--- config.mk ---
export PLATFORM = sky130hd
export DESIGN_NAME = bbs_sequencer
export DESIGN_NICKNAME = d
export VERILOG_FILES = /design/src/verilog/bbs_pkg.sv /design/src/verilog/bbs_sequencer.sv /design/src/verilog/bbs_detach_timer.sv
export SDC_FILE = /design/constraint.sdc
export NUM_CORES = 1
export LEC_CHECK = 0
export BUFFER_PORTS_ARGS = -buffer_cell sky130_fd_sc_hd__buf_4
export CORE_MARGIN = 10
export CORE_UTILIZATION = 39
export CTS_CLUSTER_DIAMETER = 40
export DETAILED_ROUTE_END_ITERATION = 10
export GPL_TIMING_DRIVEN = 0
export PLACE_DENSITY = 0.52
export SLEW_MARGIN = 20
export SYNTH_ARGS = -nofsm -noshare
export SYNTH_HDL_FRONTEND = slang
export SYNTH_HIERARCHICAL = 1
export SYNTH_SLANG_ARGS = --single-unit
export TNS_END_PERCENT = 5
--- constraint.sdc ---
create_clock -name clock -period 8.1 [get_ports clock]
set_input_delay 1.62 -clock clock [delete_from_list [all_inputs] [get_ports clock]]
set_output_delay 1.62 -clock clock [all_outputs]
set_load 0.005 [all_outputs]
--- src/verilog/bbs_pkg.sv ---
// package: register map, field layout, reset values and timing for the billboard mode sequencer
package bbs_pkg;

    // ****************************************
    // register indices (byte address is four times the index)
    // ****************************************
    localparam logic [14:0] BBS_IDX_CONTROL  = 15'h0004;
    localparam logic [14:0] BBS_IDX_TA_LOW   = 15'h413C;
    localparam logic [14:0] BBS_IDX_TA_HIGH  = 15'h413D;
    localparam logic [14:0] BBS_IDX_TB_LOW   = 15'h413E;
    localparam logic [14:0] BBS_IDX_TB_HIGH  = 15'h413F;
    localparam logic [14:0] BBS_IDX_STATUS   = 15'h4140;

    // ****************************************
    // control byte fields and reset values
    // ****************************************
    localparam int          BBS_CTRL_ENABLE_BIT = 0;
    localparam int          BBS_CTRL_SEL_LSB    = 1;
    localparam int          BBS_CTRL_SEL_MSB    = 5;
    localparam logic [7:0]  BBS_CTRL_RESET      = 8'h14;
    localparam logic [4:0]  BBS_SEL_RESERVED    = 5'h09;
    localparam logic [4:0]  BBS_SEL_LAST        = 5'h10;
    localparam int          BBS_PIN_COUNT       = 17;
    localparam logic [7:0]  BBS_TA_LOW_RESET    = 8'hD0;
    localparam logic [7:0]  BBS_TA_HIGH_RESET   = 8'h07;
    localparam logic [7:0]  BBS_TB_LOW_RESET    = 8'hD0;
    localparam logic [7:0]  BBS_TB_HIGH_RESET   = 8'h07;

    // ****************************************
    // descriptor constants
    // ****************************************
    localparam logic [1:0]  BBS_RESULT_UNSPECIFIED = 2'h0;
    localparam logic [15:0] BBS_BCD_VERSION        = 16'h0110;

    // ****************************************
    // timing
    // ****************************************
    localparam int BBS_CLOCK_KHZ       = 125000;
    localparam int BBS_TICK_MS         = 10;
    localparam int BBS_TICK_CYCLES     = BBS_TICK_MS * BBS_CLOCK_KHZ;
    localparam int BBS_DETACH_MS       = 10;
    localparam int BBS_DETACH_CYCLES   = BBS_DETACH_MS * BBS_CLOCK_KHZ;

    typedef enum logic [1:0] {
        BBS_NORMAL,
        BBS_DETACH_TO_BB,
        BBS_BB_ATTACHED,
        BBS_DETACH_TO_STD
    } bbs_state_t;

endpackage

--- src/verilog/bbs_sequencer.sv ---
// module: billboard mode sequencer, detach/reattach control with two detach timers
//
// What this block does
// - the selected failure input is active low and a low level activates billboard behaviour.
// - control bits 5 to 1 pick the failure input pin, 01010 by default, with code 01001 reserved.
// - control bit 0 enables the feature when 1 and disables it when 0.
// - the control byte resets to 0x14.
// - a low failure input first forces the internal function off the hub port.
// - after that detach the function reconnects with billboard descriptors of version 1.1.
// - timer A starts when the host assigns the billboard function an address, 20 s by default.
// - billboard is exposed only on failure and reports configuration result 00b.
// - an alternate-mode string request is answered and starts timer B, 20 s by default.
// - expiry of either timer forces the function off the hub port again.
// - after that detach the function reconnects with its normal descriptors.
// - timer A is a 16-bit count of 10 ms units whose low byte resets to D0h.
// - the billboard message text comes from one-time-programmable memory; this block holds no message text or memory of its own.
// - the timer A high byte has its own address and resets to 07h.
// - timer B has its own low and high bytes in 10 ms units with the same detach on expiry.
//
// The strobed register port was decided locally.
`timescale 1ns/10ps
module bbs_sequencer
    import bbs_pkg::*;
#(
    parameter int TICK_CYCLES   = BBS_TICK_CYCLES,
    parameter int DETACH_CYCLES = BBS_DETACH_CYCLES
) (
    // clock and reset
    input  wire logic                     clock,
    input  wire logic                     reset,
    // register port
    input  wire logic [16:0]              address,
    input  wire logic [7:0]               write_data,
    input  wire logic                     write_strobe,
    input  wire logic                     read_strobe,
    output logic      [7:0]               read_data,
    // general purpose pins, selectable failure input
    input  wire logic [BBS_PIN_COUNT-1:0] gpio_in,
    // events from the internal function
    input  wire logic                     address_assigned,
    input  wire logic                     alt_string_request,
    // attach and descriptor control
    output logic                          function_connect,
    output logic                          billboard_mode,
    output logic                          alt_string_serve,
    output logic      [1:0]               config_result,
    output logic      [15:0]              bcd_version
);

    localparam logic [31:0] DETACH_LAST = 32'(DETACH_CYCLES - 1);

    bbs_state_t                state;
    bbs_state_t                next_state;
    logic [5:0]                control;
    logic [7:0]                ta_low;
    logic [7:0]                ta_high;
    logic [7:0]                tb_low;
    logic [7:0]                tb_high;
    logic [BBS_PIN_COUNT-1:0]  gpio_meta;
    logic [BBS_PIN_COUNT-1:0]  gpio_sync;
    logic                      pin_level;
    logic                      armed;
    logic [31:0]               detach_count;
    logic                      detach_done;
    logic                      in_session;
    logic                      timer_a_running;
    logic                      timer_b_running;
    logic                      timer_a_expired;
    logic                      timer_b_expired;
    logic                      reg_write;
    logic                      reg_read;
    logic [14:0]               reg_index;

    // ****************************************
    // helpers
    // ****************************************
    // unselectable codes behave as an idle (high) pin
    function automatic logic select_pin(input logic [4:0] code, input logic [BBS_PIN_COUNT-1:0] pins);
        logic level;
        level = 1'b1;
        if (code != BBS_SEL_RESERVED && code <= BBS_SEL_LAST) begin
            level = pins[code];
        end
        return level;
    endfunction

    // ****************************************
    // register port
    // ****************************************
    assign reg_index = address[16:2];
    assign reg_write = write_strobe && (address[1:0] == 2'h0);
    assign reg_read  = read_strobe && (address[1:0] == 2'h0);

    always_ff @(posedge clock or posedge reset) begin
        if (reset) begin
            control <= BBS_CTRL_RESET[5:0];
            ta_low  <= BBS_TA_LOW_RESET;
            ta_high <= BBS_TA_HIGH_RESET;
            tb_low  <= BBS_TB_LOW_RESET;
            tb_high <= BBS_TB_HIGH_RESET;
        end else if (reg_write) begin
            case (reg_index)
                BBS_IDX_CONTROL: begin
                    control <= write_data[5:0];
                end
                BBS_IDX_TA_LOW: begin
                    ta_low <= write_data;
                end
                BBS_IDX_TA_HIGH: begin
                    ta_high <= write_data;
                end
                BBS_IDX_TB_LOW: begin
                    tb_low <= write_data;
                end
                BBS_IDX_TB_HIGH: begin
                    tb_high <= write_data;
                end
                default: begin
                end
            endcase
        end
    end

    always_ff @(posedge clock or posedge reset) begin
        if (reset) begin
            read_data <= 8'h00;
        end else if (reg_read) begin
            case (reg_index)
                BBS_IDX_CONTROL: begin
                    read_data <= {2'h0, control};
                end
                BBS_IDX_TA_LOW: begin
                    read_data <= ta_low;
                end
                BBS_IDX_TA_HIGH: begin
                    read_data <= ta_high;
                end
                BBS_IDX_TB_LOW: begin
                    read_data <= tb_low;
                end
                BBS_IDX_TB_HIGH: begin
                    read_data <= tb_high;
                end
                BBS_IDX_STATUS: begin
                    read_data <= {2'h0, armed, timer_b_running, timer_a_running,
                                  pin_level, function_connect, billboard_mode};
                end
                default: begin
                    read_data <= 8'h00;
                end
            endcase
        end else begin
            read_data <= 8'h00;
        end
    end

    // ****************************************
    // failure input synchroniser and selection
    // ****************************************
    always_ff @(posedge clock or posedge reset) begin
        if (reset) begin
            gpio_meta <= '1;
            gpio_sync <= '1;
        end else begin
            gpio_meta <= gpio_in;
            gpio_sync <= gpio_meta;
        end
    end

    assign pin_level = select_pin(control[BBS_CTRL_SEL_MSB:BBS_CTRL_SEL_LSB], gpio_sync);

    // a pin held low after a session must go high before it can start another
    always_ff @(posedge clock or posedge reset) begin
        if (reset) begin
            armed <= 1'b1;
        end else if (pin_level) begin
            armed <= 1'b1;
        end else if (state == BBS_DETACH_TO_BB) begin
            armed <= 1'b0;
        end
    end

    // ****************************************
    // sequencer
    // ****************************************
    assign detach_done = (detach_count == DETACH_LAST);

    always_comb begin
        next_state = state;
        case (state)
            BBS_NORMAL: begin
                if (control[BBS_CTRL_ENABLE_BIT] && armed && !pin_level) begin
                    next_state = BBS_DETACH_TO_BB;
                end
            end
            BBS_DETACH_TO_BB: begin
                if (detach_done) begin
                    next_state = BBS_BB_ATTACHED;
                end
            end
            BBS_BB_ATTACHED: begin
                if (timer_a_expired || timer_b_expired || !control[BBS_CTRL_ENABLE_BIT]) begin
                    next_state = BBS_DETACH_TO_STD;
                end
            end
            BBS_DETACH_TO_STD: begin
                if (detach_done) begin
                    next_state = BBS_NORMAL;
                end
            end
            default: begin
                next_state = BBS_NORMAL;
            end
        endcase
    end

    always_ff @(posedge clock or posedge reset) begin
        if (reset) begin
            state <= BBS_NORMAL;
        end else begin
            state <= next_state;
        end
    end

    always_ff @(posedge clock or posedge reset) begin
        if (reset) begin
            detach_count <= 32'h0000_0000;
        end else if (next_state != state) begin
            detach_count <= 32'h0000_0000;
        end else if (state == BBS_DETACH_TO_BB || state == BBS_DETACH_TO_STD) begin
            detach_count <= detach_count + 32'h0000_0001;
        end
    end

    // ****************************************
    // outputs towards the internal function
    // ****************************************
    // billboard_mode also selects the otp-held message text for the descriptors
    always_ff @(posedge clock or posedge reset) begin
        if (reset) begin
            function_connect <= 1'b1;
            billboard_mode   <= 1'b0;
            alt_string_serve <= 1'b0;
            config_result    <= BBS_RESULT_UNSPECIFIED;
            bcd_version      <= BBS_BCD_VERSION;
        end else begin
            function_connect <= (next_state == BBS_NORMAL) || (next_state == BBS_BB_ATTACHED);
            billboard_mode   <= (next_state == BBS_BB_ATTACHED);
            alt_string_serve <= alt_string_request && (state == BBS_BB_ATTACHED);
            config_result    <= BBS_RESULT_UNSPECIFIED;
            bcd_version      <= BBS_BCD_VERSION;
        end
    end

    // ****************************************
    // detach timers
    // ****************************************
    assign in_session = (state == BBS_BB_ATTACHED);

    bbs_detach_timer #(
        .TICK_CYCLES (TICK_CYCLES)
    ) timer_a (
        .clock   (clock),
        .reset   (reset),
        .clear   (!in_session),
        .start   (in_session && address_assigned),
        .limit   ({ta_high, ta_low}),
        .running (timer_a_running),
        .expired (timer_a_expired)
    );

    bbs_detach_timer #(
        .TICK_CYCLES (TICK_CYCLES)
    ) timer_b (
        .clock   (clock),
        .reset   (reset),
        .clear   (!in_session),
        .start   (in_session && alt_string_request),
        .limit   ({tb_high, tb_low}),
        .running (timer_b_running),
        .expired (timer_b_expired)
    );

    // ****************************************
    // checks
    // ****************************************
    a_disabled_stays: assert property (@(posedge clock) disable iff (reset)
        (state == BBS_NORMAL && !control[BBS_CTRL_ENABLE_BIT]) |=> state == BBS_NORMAL)
        else $error("session started while feature disabled");

    a_pin_low_detach: assert property (@(posedge clock) disable iff (reset)
        (state == BBS_NORMAL && control[BBS_CTRL_ENABLE_BIT] && armed && !pin_level)
        |=> (state == BBS_DETACH_TO_BB) ##1 !function_connect)
        else $error("low failure input did not force a detach");

    a_detach_before_bb: assert property (@(posedge clock) disable iff (reset)
        $rose(billboard_mode) |-> $past(state) == BBS_DETACH_TO_BB && !$past(function_connect))
        else $error("billboard attach without prior detach");

    a_bb_descriptors: assert property (@(posedge clock) disable iff (reset)
        billboard_mode |-> function_connect && bcd_version == 16'h0110)
        else $error("billboard attach with wrong descriptor state");

    a_result_code: assert property (@(posedge clock) disable iff (reset)
        billboard_mode |-> config_result == 2'h0)
        else $error("configuration result not unspecified");

    a_timer_a_start: assert property (@(posedge clock) disable iff (reset)
        (in_session && address_assigned && !timer_a_expired && next_state == BBS_BB_ATTACHED) |=> timer_a_running)
        else $error("address assignment did not start timer a");

    a_timer_b_start: assert property (@(posedge clock) disable iff (reset)
        (in_session && alt_string_request && next_state == BBS_BB_ATTACHED) |=> alt_string_serve && timer_b_running)
        else $error("string request not served or timer b not started");

    a_expiry_detach: assert property (@(posedge clock) disable iff (reset)
        (in_session && (timer_a_expired || timer_b_expired)) |=> state == BBS_DETACH_TO_STD && !function_connect)
        else $error("timer expiry did not force a detach");

    a_std_reattach: assert property (@(posedge clock) disable iff (reset)
        ($past(state) == BBS_DETACH_TO_STD && state == BBS_NORMAL) |-> function_connect && !billboard_mode)
        else $error("standard reattach wrong");

    a_timers_cleared: assert property (@(posedge clock) disable iff (reset)
        (state == BBS_NORMAL) |-> !timer_a_running && !timer_b_running)
        else $error("detach timer alive outside session");

endmodule

--- src/verilog/bbs_detach_timer.sv ---
// module: detach timer counting 10 ms ticks up to a programmable limit
`timescale 1ns/10ps
module bbs_detach_timer
    import bbs_pkg::*;
#(
    parameter int TICK_CYCLES = BBS_TICK_CYCLES
) (
    // clock and reset
    input  wire logic        clock,
    input  wire logic        reset,
    // control
    input  wire logic        clear,
    input  wire logic        start,
    input  wire logic [15:0] limit,
    // status
    output logic             running,
    output logic             expired
);

    localparam logic [31:0] TICK_LAST = 32'(TICK_CYCLES - 1);

    logic [31:0] prescale;
    logic [15:0] count;

    // ****************************************
    // counting
    // ****************************************
    always_ff @(posedge clock or posedge reset) begin
        if (reset) begin
            running  <= 1'b0;
            expired  <= 1'b0;
            prescale <= 32'h0000_0000;
            count    <= 16'h0000;
        end else if (clear) begin
            running  <= 1'b0;
            expired  <= 1'b0;
            prescale <= 32'h0000_0000;
            count    <= 16'h0000;
        end else begin
            expired <= 1'b0;
            if (start && !running) begin
                running  <= 1'b1;
                prescale <= 32'h0000_0000;
                count    <= 16'h0000;
            end else if (running) begin
                if (count == limit) begin
                    running <= 1'b0;
                    expired <= 1'b1;
                end else if (prescale == TICK_LAST) begin
                    prescale <= 32'h0000_0000;
                    count    <= count + 16'h0001;
                end else begin
                    prescale <= prescale + 32'h0000_0001;
                end
            end
        end
    end

    a_expire_stops: assert property (@(posedge clock) disable iff (reset)
        expired |-> !running)
        else $error("timer still running after expiry");

endmodule

# Word level (Yosys, flattened, before mapping)
# Cells that the tools add are included.
# Widths: inputs -> output; s select.
# op_classes
n_addsub,5
order_cmp,2
n_eq_ne,23
mux,50
reduce_logical,31
# op_table
op,n
$mux 32,12
$mux 16,10
$add 32x1->32 const B,3
$eq 32x21->1 const B,3
$eq 15x15->1 const B,5
$pmux 8 s6,1
$add 16x1->16 const B,2
$eq 16x16->1,2
$mux 1,20
$eq 15x3->1 const B,1
$reduce_and 2->1,7
$ne 3x1->1 const B,4
$logic_and 1x1->1,9
$mux 2,4
$mux 8,1
$pmux 2 s4,1
$eq 2x2->1 const B,3
$logic_not 2->1,3
$lt 5x6->1 const B,1
$ne 3x2->1 const B,2
$reduce_and 3->1,2
$bmux 1 s5,1
$le 5x5->1 const B,1
$ne 5x4->1 const B,1
other kinds (5),12
# word_totals
reg_bits,218
in_bits,48
output_inout_bits,29
elab_cells,133

# Longest topological paths before layout
# logic_depth
depth_word,9
mapped_depth,9
depth_no_buf,7

# Modules after synthesis
# Netlist, hierarchy kept.
# modules_own_cells
module,instances,cells_per_inst,area_each_um2,seq_area_each_um2
bbs_sequencer,1,464,5406.4,3015.4
bbs_detach_timer (timer_b),1,398,3408.3,1251.2
bbs_detach_timer (timer_a),1,396,3320.7,1251.2

# Least setup slack after synthesis
# Ideal clock, no wire load.
# synth_timing
kind,input port to flip-flop
startpoint,input port address[2]
endpoint,register read_data[0]
setup_time_ps,78
t_arrival_ps,3276
required_ps,8022
path_slack_ps,4746
path_stages,6
path_buffers,1
path_cell_list,clkbuf_1 > or4_1 > nor3_1 > nor4bb_1 > a222oi_1 > a21oi_1
# synth_between
elab_chain_len,3
word_cells_on_any_way,8
classes_between,6 x eq/ne; 2 x mux
# synth_lines
item,line,text
from (decl),bbs_sequencer.sv:32,"input wire logic [16:0] address,"
$eq 15x15->1 or $eq 15x3->1 (tied branches),bbs_sequencer.sv:128,case (reg_index)
$pmux 8 s6 (*),bbs_sequencer.sv:128,
$mux 8 (*),bbs_sequencer.sv:127,end else if (reg_read) begin
to (signal assigned),bbs_sequencer.sv:130,"read_data <= {2'h0, control};"
to (signal assigned),bbs_sequencer.sv:133,read_data <= ta_low;
to (signal assigned),bbs_sequencer.sv:136,read_data <= ta_high;
to (decl),bbs_sequencer.sv:36,"output logic [7:0] read_data,"
# Every way passes the cells marked *; elsewhere a longest branch is shown, timed or not.
# A chain may end at the register's enable or synchronous reset.

# Worst setup path after layout
# layout_timing
startpoint,input port address[2]
endpoint,register read_data[3]
# Same word-level chain as after synthesis.

==> flow_summary_export.csv <==
group,metric,value,unit
grt,grt_usage,18.92,%
clocking,tritoncts,"done",
synth,dominantRegCellSynth,"dfrtp_1",
place,dp_cells,1728,
clocking,cts_buffer_depth,3,
synth,postSynthCellCount,1258,
synth,yosysSeqAreaShare,45.47,%
clocking,path_clk_slew,50,ps
floorplan,fp.dieArea,38570,um^2
finish,fillCellCount,2898,
floorplan,core_area,30670,um^2
grt,globalRoute.totalOverflow,0,
place,pre_cts_slack,4127,ps
synth,ys_types,76,
pwr,power_frac_comb,2.2,%
critical_path,slowest_stage,"nor4bb_1",
outcome,status,"finished clean",
clocking,cts_setup_buffers,0,
finish,seqCellArea,5518,um^2
detailed_routing,wl,36510,um
sta,worst_pin_slew,1073,ps
sta,hold_viol,0,
place,io_buffers,57,
grt,use_met1,26.09,%
grt,gr-usage-met3,3.411,%
detailed_routing,first_pass_iters,5,
synth,synth-edff-count,0,
sta,slew_viol_final,0,
synth,synth_warnings,6,
floorplan,row_count,64,
grt,grt_max_degree,76,
finish,final_util,47.82,%
pwr,p_switching,646.6,uW
floorplan,dieHeight,196.4,um
sta,period_share,42.58,%
critical_path,cp-start-kind,"input port",
pwr,power.density,205.8,nW/um^2
synth,yosys-top-cells-count,"dfrtp_1 (168), nand2_1 (105), nand3_1 (89)",
finish,fin_cells,1802,
pwr,seq_power_share,36.8,%
worst_hold_path,min_path_type,"flip-flop to flip-flop",
critical_path,endpoint_kind,"flip-flop",
grt,grt_pass1_wl,59690,um
critical_path,path_max_fanout,6,
synth,synth_top_area_cell,"dfrtp_1",
pwr,leakage,5.613,nW
place,place_congestion,0.8999,
critical_path,path_cells,"clkbuf_1 -> or4_1 -> nor3_1 -> nor4bb_1 -> a222oi_1 -> a21oi_1",
sta,fin_crit,3449,ps
clocking,cts_resized,0,
sta,finalSetupTns,0,ps
pwr,vdd_drop_max,0.0001420,V
synth,syn_area_per_cell,9.647,um^2
synth,ys_top_cells_by_area,"dfrtp_1 (35%), dfstp_2 (11%), mux2_2 (4.0%)",
clocking,h-tree-depth,2,
grt,grt-busiest-layer,"met2",
pwr,p_int,2.372,mW
sta,relSlewSlack,27.51,%
critical_path,cpPeakStageDelay,880,ps
grt,grt_pass1_vias,10440,
floorplan,start_util,39.57,%
synth,synth.top_cell.area_share,34.64,%
detailed_routing,num_vias,10540,
sta,timing.final.ws_setup,4651,ps
detailed_routing,ant_nets,0,
detailed_routing,viasPerCell,5.847,
critical_path,worstSetupPathType,"input port to flip-flop",
clocking,root_buffer,"clkbuf_16",
floorplan,die_width,196.4,um
pwr,clkPwrFrac,61.0,%
synth,synth.most_common_cell,"dfrtp_1",
clocking,cts_sinks,218,
clocking,clock_latency,540,ps
sta,rsz0062_at_grt,"false",
critical_path,cp.arrival,3880,ps
critical_path,cp_data_required_time,8530,ps
finish,fin_nets,1428,
run,drv_cap,0,
place,hpwl,25610,um
pwr,power,3.018,mW
sta,finClkSkew,15.94,ps
sta,fmax,289.9,MHz
grt,grtUsageMet2,29.86,%
synth,syn-cell-area,12140,um^2
detailed_routing,drc,0,
detailed_routing,initialDrtViolationCount,910,
clocking,cts_hold_buf,0,
synth,async_reset_ff_share,100.0,%
floorplan,ioPinCount,77,
finish,antenna_cells,0,
finish,multi_input_area,6103,um^2
grt,antenna_found_initial,0,
sta,setup_viol_count_final,0,
finish,syn2layout_area_growth,20.86,%
detailed_routing,post_drt_wl_per_cell,20.26,um
synth,ys_ff_latch,218,
clocking,cts_buffers,41,
pwr,switching_share,21.42,%
finish,drive_gt1_share,21.27,%
==> path summary, 6_finish.rpt <==
kind / from / endpoint / slack (ps) / cells past startpoint
worst min register to register: gpio_meta[11] / gpio_sync[11] / 350 / 0
min in group asynchronous: reset / alt_string_serve / 1110 / 2
worst min-delay path: gpio_meta[11] / gpio_sync[11] / 350 / 0
worst max-delay path: address[2] / read_data[3] / 4650 / 6
worst max register to register: control[2] / detach_count[21] / 5020 / 8
max in group asynchronous: reset / gpio_meta[16] / 6190 / 3
==> state kept, by name, indices dropped and copies added (netlist names), 2 cells and up <==
register,flops
timer_b/count,16
detach_count,32
ta_high,8
timer_a/count,16
read_data,8
gpio_sync,17
tb_high,8
gpio_meta,17
state,2
ta_low,8
tb_low,8
timer_b/prescale,32
control,6
timer_a/prescale,32
==> through the flow <==
stage	area, um^2	hold WS, ps
6_report	14670	353.8
5_1_grt	14670	356.4
4_1_cts	14670	354.9
3_5_place_dp	13160	346.9
3_3_place_gp	13120	346.6
2_1_floorplan	12200	345.2
==> cell type report <==
type / instances / area share, %
multi-input cells: 940 / 41.61
flip-flops and latches: 218 / 37.62
clock buffers: 52 / 8.121
well taps: 396 / 3.378
plain buffers: 94 / 3.353
repair buffers: 58 / 3.105
clock inverters: 22 / 2.175
inverters: 22 / 0.6313
==> power groups by stage <==
stage	combinational, mW	clock, mW	sequential (mW)
2_1_floorplan	0.0334	0	1.13
3_3_place_gp	0.0660	0	1.13
3_5_place_dp	0.0686	0	1.13
4_1_cts	0.0688	1.88	1.11
5_1_grt	0.0762	1.93	1.11
6_report	0.0673	1.84	1.11
==> cells by family after synthesis <==
kind of cell / synth area share [%]
flops: 45.47
xor+xnor: 2.382
fa+ha+maj: 0.5155
buf+inv: 4.732
mux: 7.393
other cells: 0.06189
simple gates: 26.85
compound gates: 12.60
==> layer usage <==
metal	up-vias	wire (um)
met4	0	729
met1	5224	17000
li1	4972	-
met3	62	1697
met5	-	0
met2	278	17080
==> worst max-delay path: cells and delay by family <==
family | cells | cell delay, ps
AND/OR/NAND/NOR | 3 | 1590
buffers and inverters | 1 | 200
AO/OA/AOI/OAI | 2 | 470
==> cell usage in the layout (no fill, tap or decap), types with 13 or more instances in the layout <==
master     count
dfrtp_1      168
nand2_1      105
nand3_1       89
a21oi_1       82
buf_4         77
o21ai_0       57
dfstp_2       50
nand4_1       49
clkbuf_1      48
or3_1         44
clkbuf_16     44
mux2_2        43
nor3_1        42
nor2_1        42
nor4_1        41
xnor2_1       32
mux2i_1       30
or4_1         26
and3_1        23
nand2b_1      23
inv_1         19
conb_1        18
o31ai_1       17
o21ai_1       16
nor4b_1       14
and4_1        14
a32o_1        14
buf_2         13
(Power assumes the default switching activity.)
